$ cat config.mk
export PLATFORM = sky130hd
export DESIGN_NAME = dual_uart_host_port
export DESIGN_NICKNAME = d
export VERILOG_FILES = /design/src/rtl/dual_uart_pkg.sv /design/src/rtl/char_fifo.sv /design/src/rtl/dual_uart_host_port.sv
export SDC_FILE = /design/constraint.sdc
export NUM_CORES = 1
export LEC_CHECK = 0
export ABC_CLOCK_PERIOD_IN_PS = 20800
export BUFFER_PORTS_ARGS = -buffer_cell sky130_fd_sc_hd__buf_4
export CORE_MARGIN = 4
export CORE_UTILIZATION = 67
export CTS_CLUSTER_DIAMETER = 60
export DETAILED_ROUTE_END_ITERATION = 6
export MAX_ROUTING_LAYER = met4
export PLACE_DENSITY = 0.92
export SLEW_MARGIN = 20
export SYNTH_ARGS = -nofsm -noshare
export SYNTH_HDL_FRONTEND = slang
export SYNTH_SLANG_ARGS = --single-unit
export TNS_END_PERCENT = 1
$ cat constraint.sdc
create_clock -name ref_clk_in -period 20.8 [get_ports ref_clk_in]
set_input_delay 1.04 -clock ref_clk_in [delete_from_list [all_inputs] [get_ports ref_clk_in]]
set_output_delay 1.04 -clock ref_clk_in [all_outputs]
set_load 0.1 [all_outputs]
$ cat src/rtl/dual_uart_pkg.sv
package dual_uart_pkg;
  // register select offsets
  localparam logic [2:0] REG_DATA = 3'h0;
  localparam logic [2:0] REG_IER = 3'h1;
  localparam logic [2:0] REG_ISR = 3'h2;
  localparam logic [2:0] REG_LCR = 3'h3;
  localparam logic [2:0] REG_MCR = 3'h4;
  localparam logic [2:0] REG_LSR = 3'h5;
  localparam logic [2:0] REG_MSR = 3'h6;
  localparam logic [2:0] REG_SPR = 3'h7;
  // line control value that opens the alternate function register
  localparam logic [7:0] LCR_AFR_KEY = 8'hbf;
  // field positions
  localparam int LCR_DLAB = 7;
  localparam int MCR_IRQ_EN = 3;
  localparam int MCR_LOOP = 4;
  localparam int AFR_DUAL = 0;
  localparam int AFR_SEL_LO = 1;
  localparam int FCR_EN = 0;
  localparam int FCR_RX_RST = 1;
  localparam int FCR_TX_RST = 2;
  localparam int FCR_DMA = 3;
  localparam int FCR_TRIG_LO = 6;
  // channel pick levels and channel indices
  localparam logic PICK_B = 1'b0;
  localparam int CH_A = 0;
  localparam int CH_B = 1;
  // multi-function output selection
  localparam logic [1:0] MF_IRQ_EN = 2'b00;
  localparam logic [1:0] MF_BAUD = 2'b01;
  localparam logic [1:0] MF_RX_RDY = 2'b10;
  // receive trigger levels, in characters
  localparam logic [7:0] RX_TRIG_0 = 8'h01;
  localparam logic [7:0] RX_TRIG_1 = 8'h04;
  localparam logic [7:0] RX_TRIG_2 = 8'h08;
  localparam logic [7:0] RX_TRIG_3 = 8'h0e;
  // interrupt source codes, highest priority first
  localparam logic [3:0] ISR_LINE = 4'h6;
  localparam logic [3:0] ISR_RX = 4'h4;
  localparam logic [3:0] ISR_THRE = 4'h2;
  localparam logic [3:0] ISR_MODEM = 4'h0;
  localparam logic [3:0] ISR_NONE = 4'h1;
  // reset values
  localparam logic [7:0] LCR_RST = 8'h00;
  localparam logic [4:0] MCR_RST = 5'h00;
  localparam logic [3:0] IER_RST = 4'h0;
  localparam logic [2:0] AFR_RST = 3'h0;
  localparam logic [7:0] DIV_RST = 8'h00;
  localparam int FIFO_DEPTH_DEF = 16;
endpackage : dual_uart_pkg
$ cat src/rtl/char_fifo.sv
`timescale 1ns/1ps
module char_fifo #(
  parameter int WIDTH = 8,
  parameter int DEPTH = 16,
  parameter int CNT_W = 5
) (
  // clock and reset
  input wire logic ref_clk_in,
  input wire logic rst_in,
  // control
  input wire logic flush_in,
  input wire logic push_in,
  input wire logic pop_in,
  // data
  input wire logic [WIDTH-1:0] data_in,
  output logic [WIDTH-1:0] head_out,
  output logic [CNT_W-1:0] count_out
);
  localparam int PTR_W = $clog2(DEPTH);
  localparam logic [PTR_W-1:0] LAST = PTR_W'(DEPTH - 1);

  // a one-entry buffer would need zero-width pointers
  if (DEPTH < 2 || CNT_W < $clog2(DEPTH + 1)) begin : g_param_check
    $error("char_fifo DEPTH or CNT_W out of range");
  end

  logic [WIDTH-1:0] mem_q [DEPTH];
  logic [PTR_W-1:0] wr_ptr_q;
  logic [PTR_W-1:0] rd_ptr_q;
  logic [CNT_W-1:0] count_q;
  wire do_push = push_in && (count_q != CNT_W'(DEPTH));
  wire do_pop = pop_in && (count_q != '0);

  assign head_out = mem_q[rd_ptr_q];
  assign count_out = count_q;

  // storage needs no reset, only pointers carry meaning
  always_ff @(posedge ref_clk_in) begin
    if (do_push) begin
      mem_q[wr_ptr_q] <= data_in;
    end
  end

  // pointers wrap by compare so depth need not be a power of two
  always_ff @(posedge ref_clk_in or posedge rst_in) begin
    if (rst_in) begin
      wr_ptr_q <= '0;
      rd_ptr_q <= '0;
      count_q <= '0;
    end else if (flush_in) begin
      wr_ptr_q <= '0;
      rd_ptr_q <= '0;
      count_q <= '0;
    end else begin
      if (do_push) begin
        wr_ptr_q <= (wr_ptr_q == LAST) ? '0 : wr_ptr_q + 1'b1;
      end
      if (do_pop) begin
        rd_ptr_q <= (rd_ptr_q == LAST) ? '0 : rd_ptr_q + 1'b1;
      end
      if (do_push && !do_pop) begin
        count_q <= count_q + 1'b1;
      end else if (do_pop && !do_push) begin
        count_q <= count_q - 1'b1;
      end
    end
  end
endmodule : char_fifo

$ cat src/rtl/dual_uart_host_port.sv
`timescale 1ns/1ps
// Summary of operation
// - register-select lines pick the register accessed
// - channel pick low means B, high A
// - device select high: strobes ignored, bus undriven
// - dual-write bit sends writes to both channels
// - data bit zero is least significant, sent first
// - irq needs irq-enable bit, enable, pending
// - line error, rx data, tx empty, modem change
// - read strobe fall drives addressed register out
// - write strobe stores bus byte in register
// - alternate function bits 1-2 pick multi output
// - sixteen byte fifos, rx keeps error flags
// - four rx trigger levels, fixed tx level
// - five to eight bits, even/odd/no parity
// - fifo-less single buffer model after reset
// - dma paced by trigger through ready outputs
// - loop-back routes transmit into own receiver
// - each channel has own baud divider
// - irq-enable indication high when disabled, default high
// - rx ready low when data or trigger reached
// - tx ready low while a location is free
// - reset clears registers, serial paths disabled
module dual_uart_host_port
  import dual_uart_pkg::*;
#(
  parameter int FIFO_DEPTH = FIFO_DEPTH_DEF
) (
  // clock and reset
  input wire logic ref_clk_in,
  input wire logic rst_in,
  // host bus
  input wire logic cs_n_in,
  input wire logic channel_pick_in,
  input wire logic [2:0] register_select_lines_in,
  input wire logic read_strobe_n_in,
  input wire logic write_strobe_n_in,
  input wire logic [7:0] host_data_lines_in,
  output logic [7:0] host_data_lines_out,
  output logic host_data_lines_oe_n_out,
  // per-channel pins, index 0 is channel A
  output logic channel_a_irq_out,
  output logic channel_b_irq_out,
  output logic channel_a_multi_out,
  output logic channel_b_multi_out,
  output logic [1:0] rx_dma_ready_n_out,
  output logic [1:0] tx_dma_ready_n_out,
  // modem lines, active low: {cd, ri, dsr, cts} and {rts, dtr}
  input wire logic [1:0][3:0] modem_n_in,
  output logic [1:0][1:0] modem_ctrl_n_out,
  // character stream to and from the serial framers
  output logic [1:0][7:0] line_ctrl_out,
  output logic [1:0] baud16x_clock_out,
  output logic [1:0][7:0] tx_char_out,
  output logic [1:0] tx_char_stb_out,
  input wire logic [1:0] tx_char_ready_in,
  input wire logic [1:0][7:0] rx_char_in,
  input wire logic [1:0][2:0] rx_err_in,
  input wire logic [1:0] rx_char_stb_in
);
  localparam int CNT_W = $clog2(FIFO_DEPTH + 1);

  if (FIFO_DEPTH < 14 || FIFO_DEPTH > 255) begin : g_depth_check
    $error("FIFO_DEPTH must lie between 14 and 255");
  end

  // receive trigger level in characters
  function automatic logic [CNT_W-1:0] trig_level(input logic [1:0] sel);
    logic [7:0] lvl;
    unique case (sel)
      2'd0: lvl = RX_TRIG_0;
      2'd1: lvl = RX_TRIG_1;
      2'd2: lvl = RX_TRIG_2;
      2'd3: lvl = RX_TRIG_3;
    endcase
    return lvl[CNT_W-1:0];
  endfunction : trig_level

  // keep only the bits of the programmed character length
  function automatic logic [7:0] char_mask(input logic [1:0] wlen);
    return 8'hff >> (2'd3 - wlen);
  endfunction : char_mask

  // strobe edge detection on the synchronous bus inputs
  logic rd_prev_q;
  logic wr_prev_q;
  logic [7:0] data_out_q;
  logic oe_n_q;
  logic [1:0][7:0] rdata_w;
  logic [1:0] dual_w;
  logic [1:0] irq_w;
  logic [1:0] multi_w;

  wire cs_act = !cs_n_in;
  wire rd_fall = cs_act && !read_strobe_n_in && rd_prev_q;
  wire wr_fall = cs_act && !write_strobe_n_in && wr_prev_q;
  wire sel_idx = (channel_pick_in == PICK_B) ? 1'b1 : 1'b0;
  wire dual_on = dual_w[sel_idx];

  // read data is latched at the strobe's falling edge
  always_ff @(posedge ref_clk_in or posedge rst_in) begin
    if (rst_in) begin
      rd_prev_q <= 1'b1;
      wr_prev_q <= 1'b1;
      data_out_q <= 8'h00;
      oe_n_q <= 1'b1;
    end else begin
      rd_prev_q <= read_strobe_n_in;
      wr_prev_q <= write_strobe_n_in;
      oe_n_q <= !(cs_act && !read_strobe_n_in);
      if (rd_fall) begin
        data_out_q <= rdata_w[sel_idx];
      end
    end
  end

  assign host_data_lines_out = data_out_q;
  assign host_data_lines_oe_n_out = oe_n_q;
  assign channel_a_irq_out = irq_w[CH_A];
  assign channel_b_irq_out = irq_w[CH_B];
  assign channel_a_multi_out = multi_w[CH_A];
  assign channel_b_multi_out = multi_w[CH_B];

  for (genvar ch = 0; ch < 2; ch++) begin : g_chan
    // one complete register set per channel
    logic [3:0] ier_q;
    logic [7:0] lcr_q;
    logic [4:0] mcr_q;
    logic [7:0] spr_q;
    logic [7:0] dll_q;
    logic [7:0] dlm_q;
    logic [2:0] afr_q;
    logic fifo_en_q;
    logic dma_q;
    logic [1:0] trig_q;
    logic ovr_q;
    logic thre_q;
    logic [3:0] mstat_q;
    logic [3:0] mdelta_q;
    logic [15:0] baud_cnt_q;
    logic baud_q;
    logic irq_q;
    logic multi_q;
    logic rx_rdy_n_q;
    logic tx_rdy_n_q;
    logic [1:0] mctl_n_q;
    logic [7:0] tx_char_q;
    logic tx_stb_q;
    logic [10:0] rx_head;
    logic [7:0] tx_head;
    logic [CNT_W-1:0] rx_cnt;
    logic [CNT_W-1:0] tx_cnt;
    logic [7:0] rd_mux;
    logic [3:0] code;

    // access decode for this channel
    wire wr = wr_fall && (dual_on || (sel_idx == 1'(ch)));
    wire rd = rd_fall && (sel_idx == 1'(ch));
    wire [2:0] adr = register_select_lines_in;
    wire dlab = lcr_q[LCR_DLAB];
    wire afr_acc = (lcr_q == LCR_AFR_KEY);
    wire loop = mcr_q[MCR_LOOP];
    wire [7:0] wd = host_data_lines_in;

    // single buffer until fifos are switched on
    wire [CNT_W-1:0] cap = fifo_en_q ? CNT_W'(FIFO_DEPTH) : CNT_W'(1);
    wire rx_full = (rx_cnt >= cap);
    wire tx_full = (tx_cnt >= cap);
    wire dr = (rx_cnt != '0);
    wire [CNT_W-1:0] trig = trig_level(trig_q);
    wire rx_trig_hit = fifo_en_q ? (rx_cnt >= trig) : dr;

    // register writes and their side effects
    wire wr_thr = wr && adr == REG_DATA && !dlab;
    wire wr_fcr = wr && adr == REG_ISR && !afr_acc;
    wire fcr_chg = wr_fcr && (wd[FCR_EN] != fifo_en_q);
    wire rx_flush = wr_fcr && (wd[FCR_RX_RST] || fcr_chg);
    wire tx_flush = wr_fcr && (wd[FCR_TX_RST] || fcr_chg);

    // read side effects
    wire rd_rhr = rd && adr == REG_DATA && !dlab;
    wire rd_isr = rd && adr == REG_ISR && !afr_acc;
    wire rd_lsr = rd && adr == REG_LSR;
    wire rd_msr = rd && adr == REG_MSR;

    // transmit drains to the framer, or to our own receiver in loop-back
    wire tx_pop = (tx_cnt != '0) &&
                  (loop ? !rx_full : tx_char_ready_in[ch]);
    wire rx_ext = rx_char_stb_in[ch] && !loop;
    wire rx_push = loop ? tx_pop : (rx_ext && !rx_full);
    wire [10:0] rx_word = loop ? {3'b000, tx_head} :
                          {rx_err_in[ch], rx_char_in[ch]};

    // sixteen-deep buffers, error flags stored with each character
    char_fifo #(.WIDTH(11), .DEPTH(FIFO_DEPTH), .CNT_W(CNT_W)) u_rx (
      .ref_clk_in(ref_clk_in),
      .rst_in(rst_in),
      .flush_in(rx_flush),
      .push_in(rx_push),
      .pop_in(rd_rhr),
      .data_in(rx_word),
      .head_out(rx_head),
      .count_out(rx_cnt)
    );
    char_fifo #(.WIDTH(8), .DEPTH(FIFO_DEPTH), .CNT_W(CNT_W)) u_tx (
      .ref_clk_in(ref_clk_in),
      .rst_in(rst_in),
      .flush_in(tx_flush),
      .push_in(wr_thr && !tx_full),
      .pop_in(tx_pop),
      .data_in(wd),
      .head_out(tx_head),
      .count_out(tx_cnt)
    );

    // line and modem status
    wire [2:0] head_err = dr ? rx_head[10:8] : 3'b000;
    wire tx_empty = (tx_cnt == '0);
    wire [7:0] lsr = {fifo_en_q && |head_err, tx_empty, tx_empty,
                      head_err, ovr_q, dr};
    wire [3:0] mnow = loop ? {mcr_q[3], mcr_q[2], mcr_q[0], mcr_q[1]} :
                      ~modem_n_in[ch];
    wire [3:0] mchg = {mnow[3] ^ mstat_q[3], mstat_q[2] & !mnow[2],
                       mnow[1:0] ^ mstat_q[1:0]};
    wire [7:0] msr = {mstat_q, mdelta_q};

    // interrupt sources in priority order
    wire src_line = ier_q[2] && (ovr_q || |head_err);
    wire src_rx = ier_q[0] && rx_trig_hit;
    wire src_thre = ier_q[1] && thre_q;
    wire src_modem = ier_q[3] && |mdelta_q;
    assign code = src_line ? ISR_LINE : src_rx ? ISR_RX :
                  src_thre ? ISR_THRE : src_modem ? ISR_MODEM : ISR_NONE;
    wire [7:0] isr = {fifo_en_q, fifo_en_q, 2'b00, code};

    // read data selection by register select
    always_comb begin
      unique case (adr)
        REG_DATA: rd_mux = dlab ? dll_q : rx_head[7:0] & char_mask(lcr_q[1:0]);
        REG_IER: rd_mux = dlab ? dlm_q : {4'h0, ier_q};
        REG_ISR: rd_mux = afr_acc ? {5'h00, afr_q} : isr;
        REG_LCR: rd_mux = lcr_q;
        REG_MCR: rd_mux = {3'b000, mcr_q};
        REG_LSR: rd_mux = lsr;
        REG_MSR: rd_mux = msr;
        REG_SPR: rd_mux = spr_q;
      endcase
    end
    assign rdata_w[ch] = rd_mux;
    assign dual_w[ch] = afr_q[AFR_DUAL];

    // control registers
    always_ff @(posedge ref_clk_in or posedge rst_in) begin
      if (rst_in) begin
        ier_q <= IER_RST;
        lcr_q <= LCR_RST;
        mcr_q <= MCR_RST;
        spr_q <= 8'h00;
        dll_q <= DIV_RST;
        dlm_q <= DIV_RST;
        afr_q <= AFR_RST;
        fifo_en_q <= 1'b0;
        dma_q <= 1'b0;
        trig_q <= 2'b00;
      end else if (wr) begin
        unique case (adr)
          REG_DATA: if (dlab) dll_q <= wd;
          REG_IER: if (dlab) dlm_q <= wd; else ier_q <= wd[3:0];
          REG_ISR: begin
            if (afr_acc) begin
              afr_q <= wd[2:0];
            end else begin
              fifo_en_q <= wd[FCR_EN];
              dma_q <= wd[FCR_DMA];
              trig_q <= wd[FCR_TRIG_LO +: 2];
            end
          end
          REG_LCR: lcr_q <= wd;
          REG_MCR: mcr_q <= wd[4:0];
          REG_SPR: spr_q <= wd;
          default: ;
        endcase
      end
    end

    // sticky status flags; a new event beats a same-cycle clear
    always_ff @(posedge ref_clk_in or posedge rst_in) begin
      if (rst_in) begin
        ovr_q <= 1'b0;
        thre_q <= 1'b1;
        mstat_q <= 4'h0;
        mdelta_q <= 4'h0;
      end else begin
        ovr_q <= (rx_ext && rx_full) || (ovr_q && !rd_lsr);
        thre_q <= (tx_pop && tx_cnt == CNT_W'(1)) ||
                  (thre_q && !wr_thr && !(rd_isr && code == ISR_THRE));
        mstat_q <= mnow;
        mdelta_q <= mchg | (mdelta_q & {4{!rd_msr}});
      end
    end

    // baud divider, zero divisor holds the generator still
    wire [15:0] div = {dlm_q, dll_q};
    wire baud_wrap = (div != 16'h0000) && (baud_cnt_q >= div - 16'h0001);

    // pin outputs, each from its own flop
    always_ff @(posedge ref_clk_in or posedge rst_in) begin
      if (rst_in) begin
        baud_cnt_q <= 16'h0000;
        baud_q <= 1'b0;
        irq_q <= 1'b0;
        multi_q <= 1'b1;
        rx_rdy_n_q <= 1'b1;
        tx_rdy_n_q <= 1'b0;
        mctl_n_q <= 2'b11;
        tx_char_q <= 8'h00;
        tx_stb_q <= 1'b0;
      end else begin
        baud_cnt_q <= baud_wrap ? 16'h0000 : baud_cnt_q + 16'h0001;
        baud_q <= baud_wrap;
        irq_q <= mcr_q[MCR_IRQ_EN] && (code != ISR_NONE);
        unique case (afr_q[AFR_SEL_LO +: 2])
          MF_BAUD: multi_q <= baud_wrap;
          MF_RX_RDY: multi_q <= !dr;
          default: multi_q <= !mcr_q[MCR_IRQ_EN];
        endcase
        rx_rdy_n_q <= !((fifo_en_q && dma_q) ? rx_trig_hit : dr);
        tx_rdy_n_q <= tx_full;
        mctl_n_q <= loop ? 2'b11 : ~mcr_q[1:0];
        tx_stb_q <= tx_pop && !loop;
        if (tx_pop) begin
          tx_char_q <= tx_head;
        end
      end
    end

    assign irq_w[ch] = irq_q;
    assign multi_w[ch] = multi_q;
    assign rx_dma_ready_n_out[ch] = rx_rdy_n_q;
    assign tx_dma_ready_n_out[ch] = tx_rdy_n_q;
    assign modem_ctrl_n_out[ch] = mctl_n_q;
    assign line_ctrl_out[ch] = lcr_q;
    assign baud16x_clock_out[ch] = baud_q;
    assign tx_char_out[ch] = tx_char_q;
    assign tx_char_stb_out[ch] = tx_stb_q;
  end
endmodule : dual_uart_host_port

==> summary.md <==
| Metric | Value |
|---|---|
| Status | finished, violations left |
| Failing checks | DRC |
| Initial Util | 68.0% |
| Total Negative Setup Slacks | 0 ns |
| Seq pwr share | a little over two fifths |
| Worst endpoint required time | 21.32 ns |
| Sink Count | 851 |
| Critical-path top delay cell | dfrtp_1 |
| Syn Area/Cell | 15.0 µm² |
| Main synth FF type | edfxtp_1 |
| Setup crit start kind | register |
| First-pass GRT wire length | 151 mm |
| Initial antenna violation count | 3 |
| Final period util | 19.3% |
| Post-Synthesis Cells | 2,514 |
| Post-DR wirelength/cell | 28.8 µm |
| Remaining Overflow, GRT | 0 |
| CP max FO | 8 |
| Synth top area share | 48.6% |
| Highest metal used | met4 |
| Vias | 23,900 |
| Min-delay worst type | register to register |
| Post-Route Skew | between 0.03 and 0.04 ns |
| Final Net Count | 2,752 |
| Clk_lat worst skew | 0.66 ns |
| Cts bufs inserted | 85 |
| DP Wirelength | 61.7 mm |
| Die width | 245 µm |
| Port Buffers | 107 |
| Clock root cell | clkbuf_16 |
| CP most frequent cell | a21oi_1 |
| WL met2 | 47.7 mm |
| Psw | 1790 µW |
| Critical path class | register to register |
| CTS tree | done |
| RSZ-0062 raised after global routing | no |
| Worst hold margin | between 0.5 and 0.6 ns |
| Synth cell types | 85 |
| Placement row count | 86 |
| Leakage | 0.0156 µW |
| Cts hold-fix bufs | 0 |
| Total global-route track usage | 34.3% |
| Synth Net Count | 2,655 |
| Seq cells post-synth | 851 |
| Synth async-reset ratio | 28.6% |
| Pint | 3450 µW |
| Die Y | 245 µm |
| Initial drt markers | 3,899 |
| Core box area | 55,300 µm² |
| Share of cells above drive strength 1 | 21.3% |
| CP delay by family, top | simple AND/OR/NAND/NOR gates |
| Cell Area, Synth | 37,600 µm² |
| Crit. End Element | register |
| Initial DRT Pass Iterations | 7 |
| Top Ports | approximately 110 |
| CP peak stage delay | 0.59 ns |
| Post-CTS Setup Bufs | 0 |
| Vias in the first global route | 24,600 |
| Arrival time at the worst endpoint | 4.53 ns |
| Wl on met1 | between 30 and 40 mm |
| Worst rel slew slack | 27.3% |
| Synthesis-to-finish area growth | 11.6% |
| Largest net degree at the start of global routing | 109 |
| Register clock-pin slew on the reported worst setup and hold paths | 0.07 ns |
| Final wirelength | between 90 and 100 mm |
| Die Area | 60,000 µm² |
| Final Critical Period | 4.01 ns |
| Cell with the most instances after synthesis | edfxtp_1 |
| Peak VDD IR | 148 µV |
| Cell breakdown of the critical path | inv_1 > ha_1 > or3b_1 > a21oi_1 > and3_1 > nand2b_1 > fa_1 > a21o_1 > a21oi_1 > mux2i_1 > xnor2_1 > nor2_1 |
| Fin. max-slew vios | 0 |
| Combinational share of power | 27.6% |
| Met3 wire len | approximately 11 mm |
| Synth area leader | edfxtp_1 |
| Count of final hold-check violations | 0 |
| Count of final setup violators | 0 |
| # resized after CTS | 0 |
| Most instantiated cells after synthesis | 608 x edfxtp_1, 230 x dfrtp_1, 162 x nand2_1, 161 x nor2_1, 131 x mux4_2 |
| Syn. warnings | 0 |
| CTS H-Tree Depth | 3 |
| Routed vias/inst | about 7 |
| Clock power frac | 29.6% |
| Final GP Congestion | 0.965 |
| Register area share after synthesis | roughly two thirds |
| Sw Ratio | 34.1% |
| DR DRC count | 5 |
| F_max | 0.249 GHz |
| Antenna Nets Post-Route | 0 |
| Clock Path Buffers | 3 |
| Tightest Pin Transition | 1.08 ns |
| Cell area power density | 125 nW/µm² |
| Max-Cap Viols | 0 |
| Post-synth EDFFs | 608 |
| WP buf/inv | 1 |
| Top cells by area, synth | edfxtp_1 49%, dfrtp_1 15%, mux4_2 7.8% |
-- per-stage QoR --
step / setup slack, ns / power [µW] / instances / instance area, µm² / utilization [%]
4_1_cts: 16.71 / 5180 / 3426 / 41800 / 75.6
5_1_grt: 16.62 / 5420 / 3431 / 42000 / 75.9
3_3_place_gp: 16.45 / 3510 / 3269 / 39000 / 70.5
3_5_place_dp: 16.37 / 3620 / 3269 / 39000 / 70.5
6_report: 16.79 / 5240 / 3431 / 42000 / 75.9
2_1_floorplan: 13.11 / 3210 / 2514 / 37600 / -
-- path summary, 6_finish.rpt --
check	slack [ns]	endpoint	cells after the start	startpoint
setup / recovery	16.79	g_chan[0].u_rx.count_out[4]	12	g_chan[0].fifo_en_q
hold / removal	0.51	g_chan[1].spr_q[3]	1	g_chan[1].spr_q[3]
setup reg to reg	16.79	g_chan[0].u_rx.count_out[4]	12	g_chan[0].fifo_en_q
hold reg to reg	0.51	g_chan[1].spr_q[3]	1	g_chan[1].spr_q[3]
max in group asynchronous	18.70	g_chan[0].u_rx.rd_ptr_q[1]	3	rst_in
min in group asynchronous	0.53	g_chan[1].baud_cnt_q[4]	2	rst_in
-- cell families after synthesis --
| kind of cell | count (synthesis) | synth area share [%] |
|---|---|---|
| mux | 338 | 13.8 |
| simple gates | 610 | 7.95 |
| xor+xnor | 91 | 2.12 |
| buf+inv | 178 | 2.05 |
| flops | 851 | 64.8 |
| compound gates | 356 | 6.26 |
| fa+ha+maj | 90 | 3.04 |
-- power by group through the flow --
stage / combinational (µW) / sequential, µW / clock [µW]
6_report: 1450 / 2240 / 1550
2_1_floorplan: 857 / 2360 / 0
3_3_place_gp: 1270 / 2240 / 0
4_1_cts: 1390 / 2230 / 1550
3_5_place_dp: 1360 / 2260 / 0
5_1_grt: 1530 / 2250 / 1640
-- state kept, by name (all words and copies together), names as in the netlist, 10 cells and up --
register and flops:
g_chan.u_rx.mem_q 352, g_chan.u_tx.mem_q 256, g_chan.baud_cnt_q 32, g_chan.dll_q 16, g_chan.dlm_q 16, g_chan.lcr_q 16
g_chan.spr_q 16, g_chan.tx_char_q 16, g_chan.mcr_q 10, g_chan.u_rx.count_out 10, g_chan.u_tx.count_out 10
-- layout make-up --
class,instances,area (µm²)
sequential,851,24400
fill,2945,13300
multi-input combinational,1485,12600
clock buffer,112,2340
timing repair buffer,138,1050
tap,748,936
clock inverter,45,480
inverter,50,195
antenna,2,5.00
-- layer usage --
layer / global-route usage [%] / up-vias
met5: - / -
met4: 14.5 / 0
met3: 7.68 / 440
met2: 53.7 / 1762
met1: 44.2 / 11900
li1: - / 9808
-- cells in the final DEF (no fill, tap or decap), types with 12 or more instances in the layout --
master and count:
xnor2_1 52, clkinv_2 13, a22oi_1 24, dfrtp_1 224, a221oi_1 26, nor2b_1 22, nand3_1 62, a21oi_1 76
and3_1 22, dfstp_2 13, a31oi_1 24, mux4_2 131, buf_4 135, and2_1 62, edfxtp_1 608, o21ai_0 95
a31oi_2 15, xor2_1 39, mux2_2 106, nor2_1 161, nand2b_1 15, clkinv_1 13, ha_1 88, clkbuf_1 17
clkbuf_16 86, nand2_1 162, or3_1 12, mux2i_1 99, nor3_1 30, inv_1 48
Power figures use the tool's default switching activity.
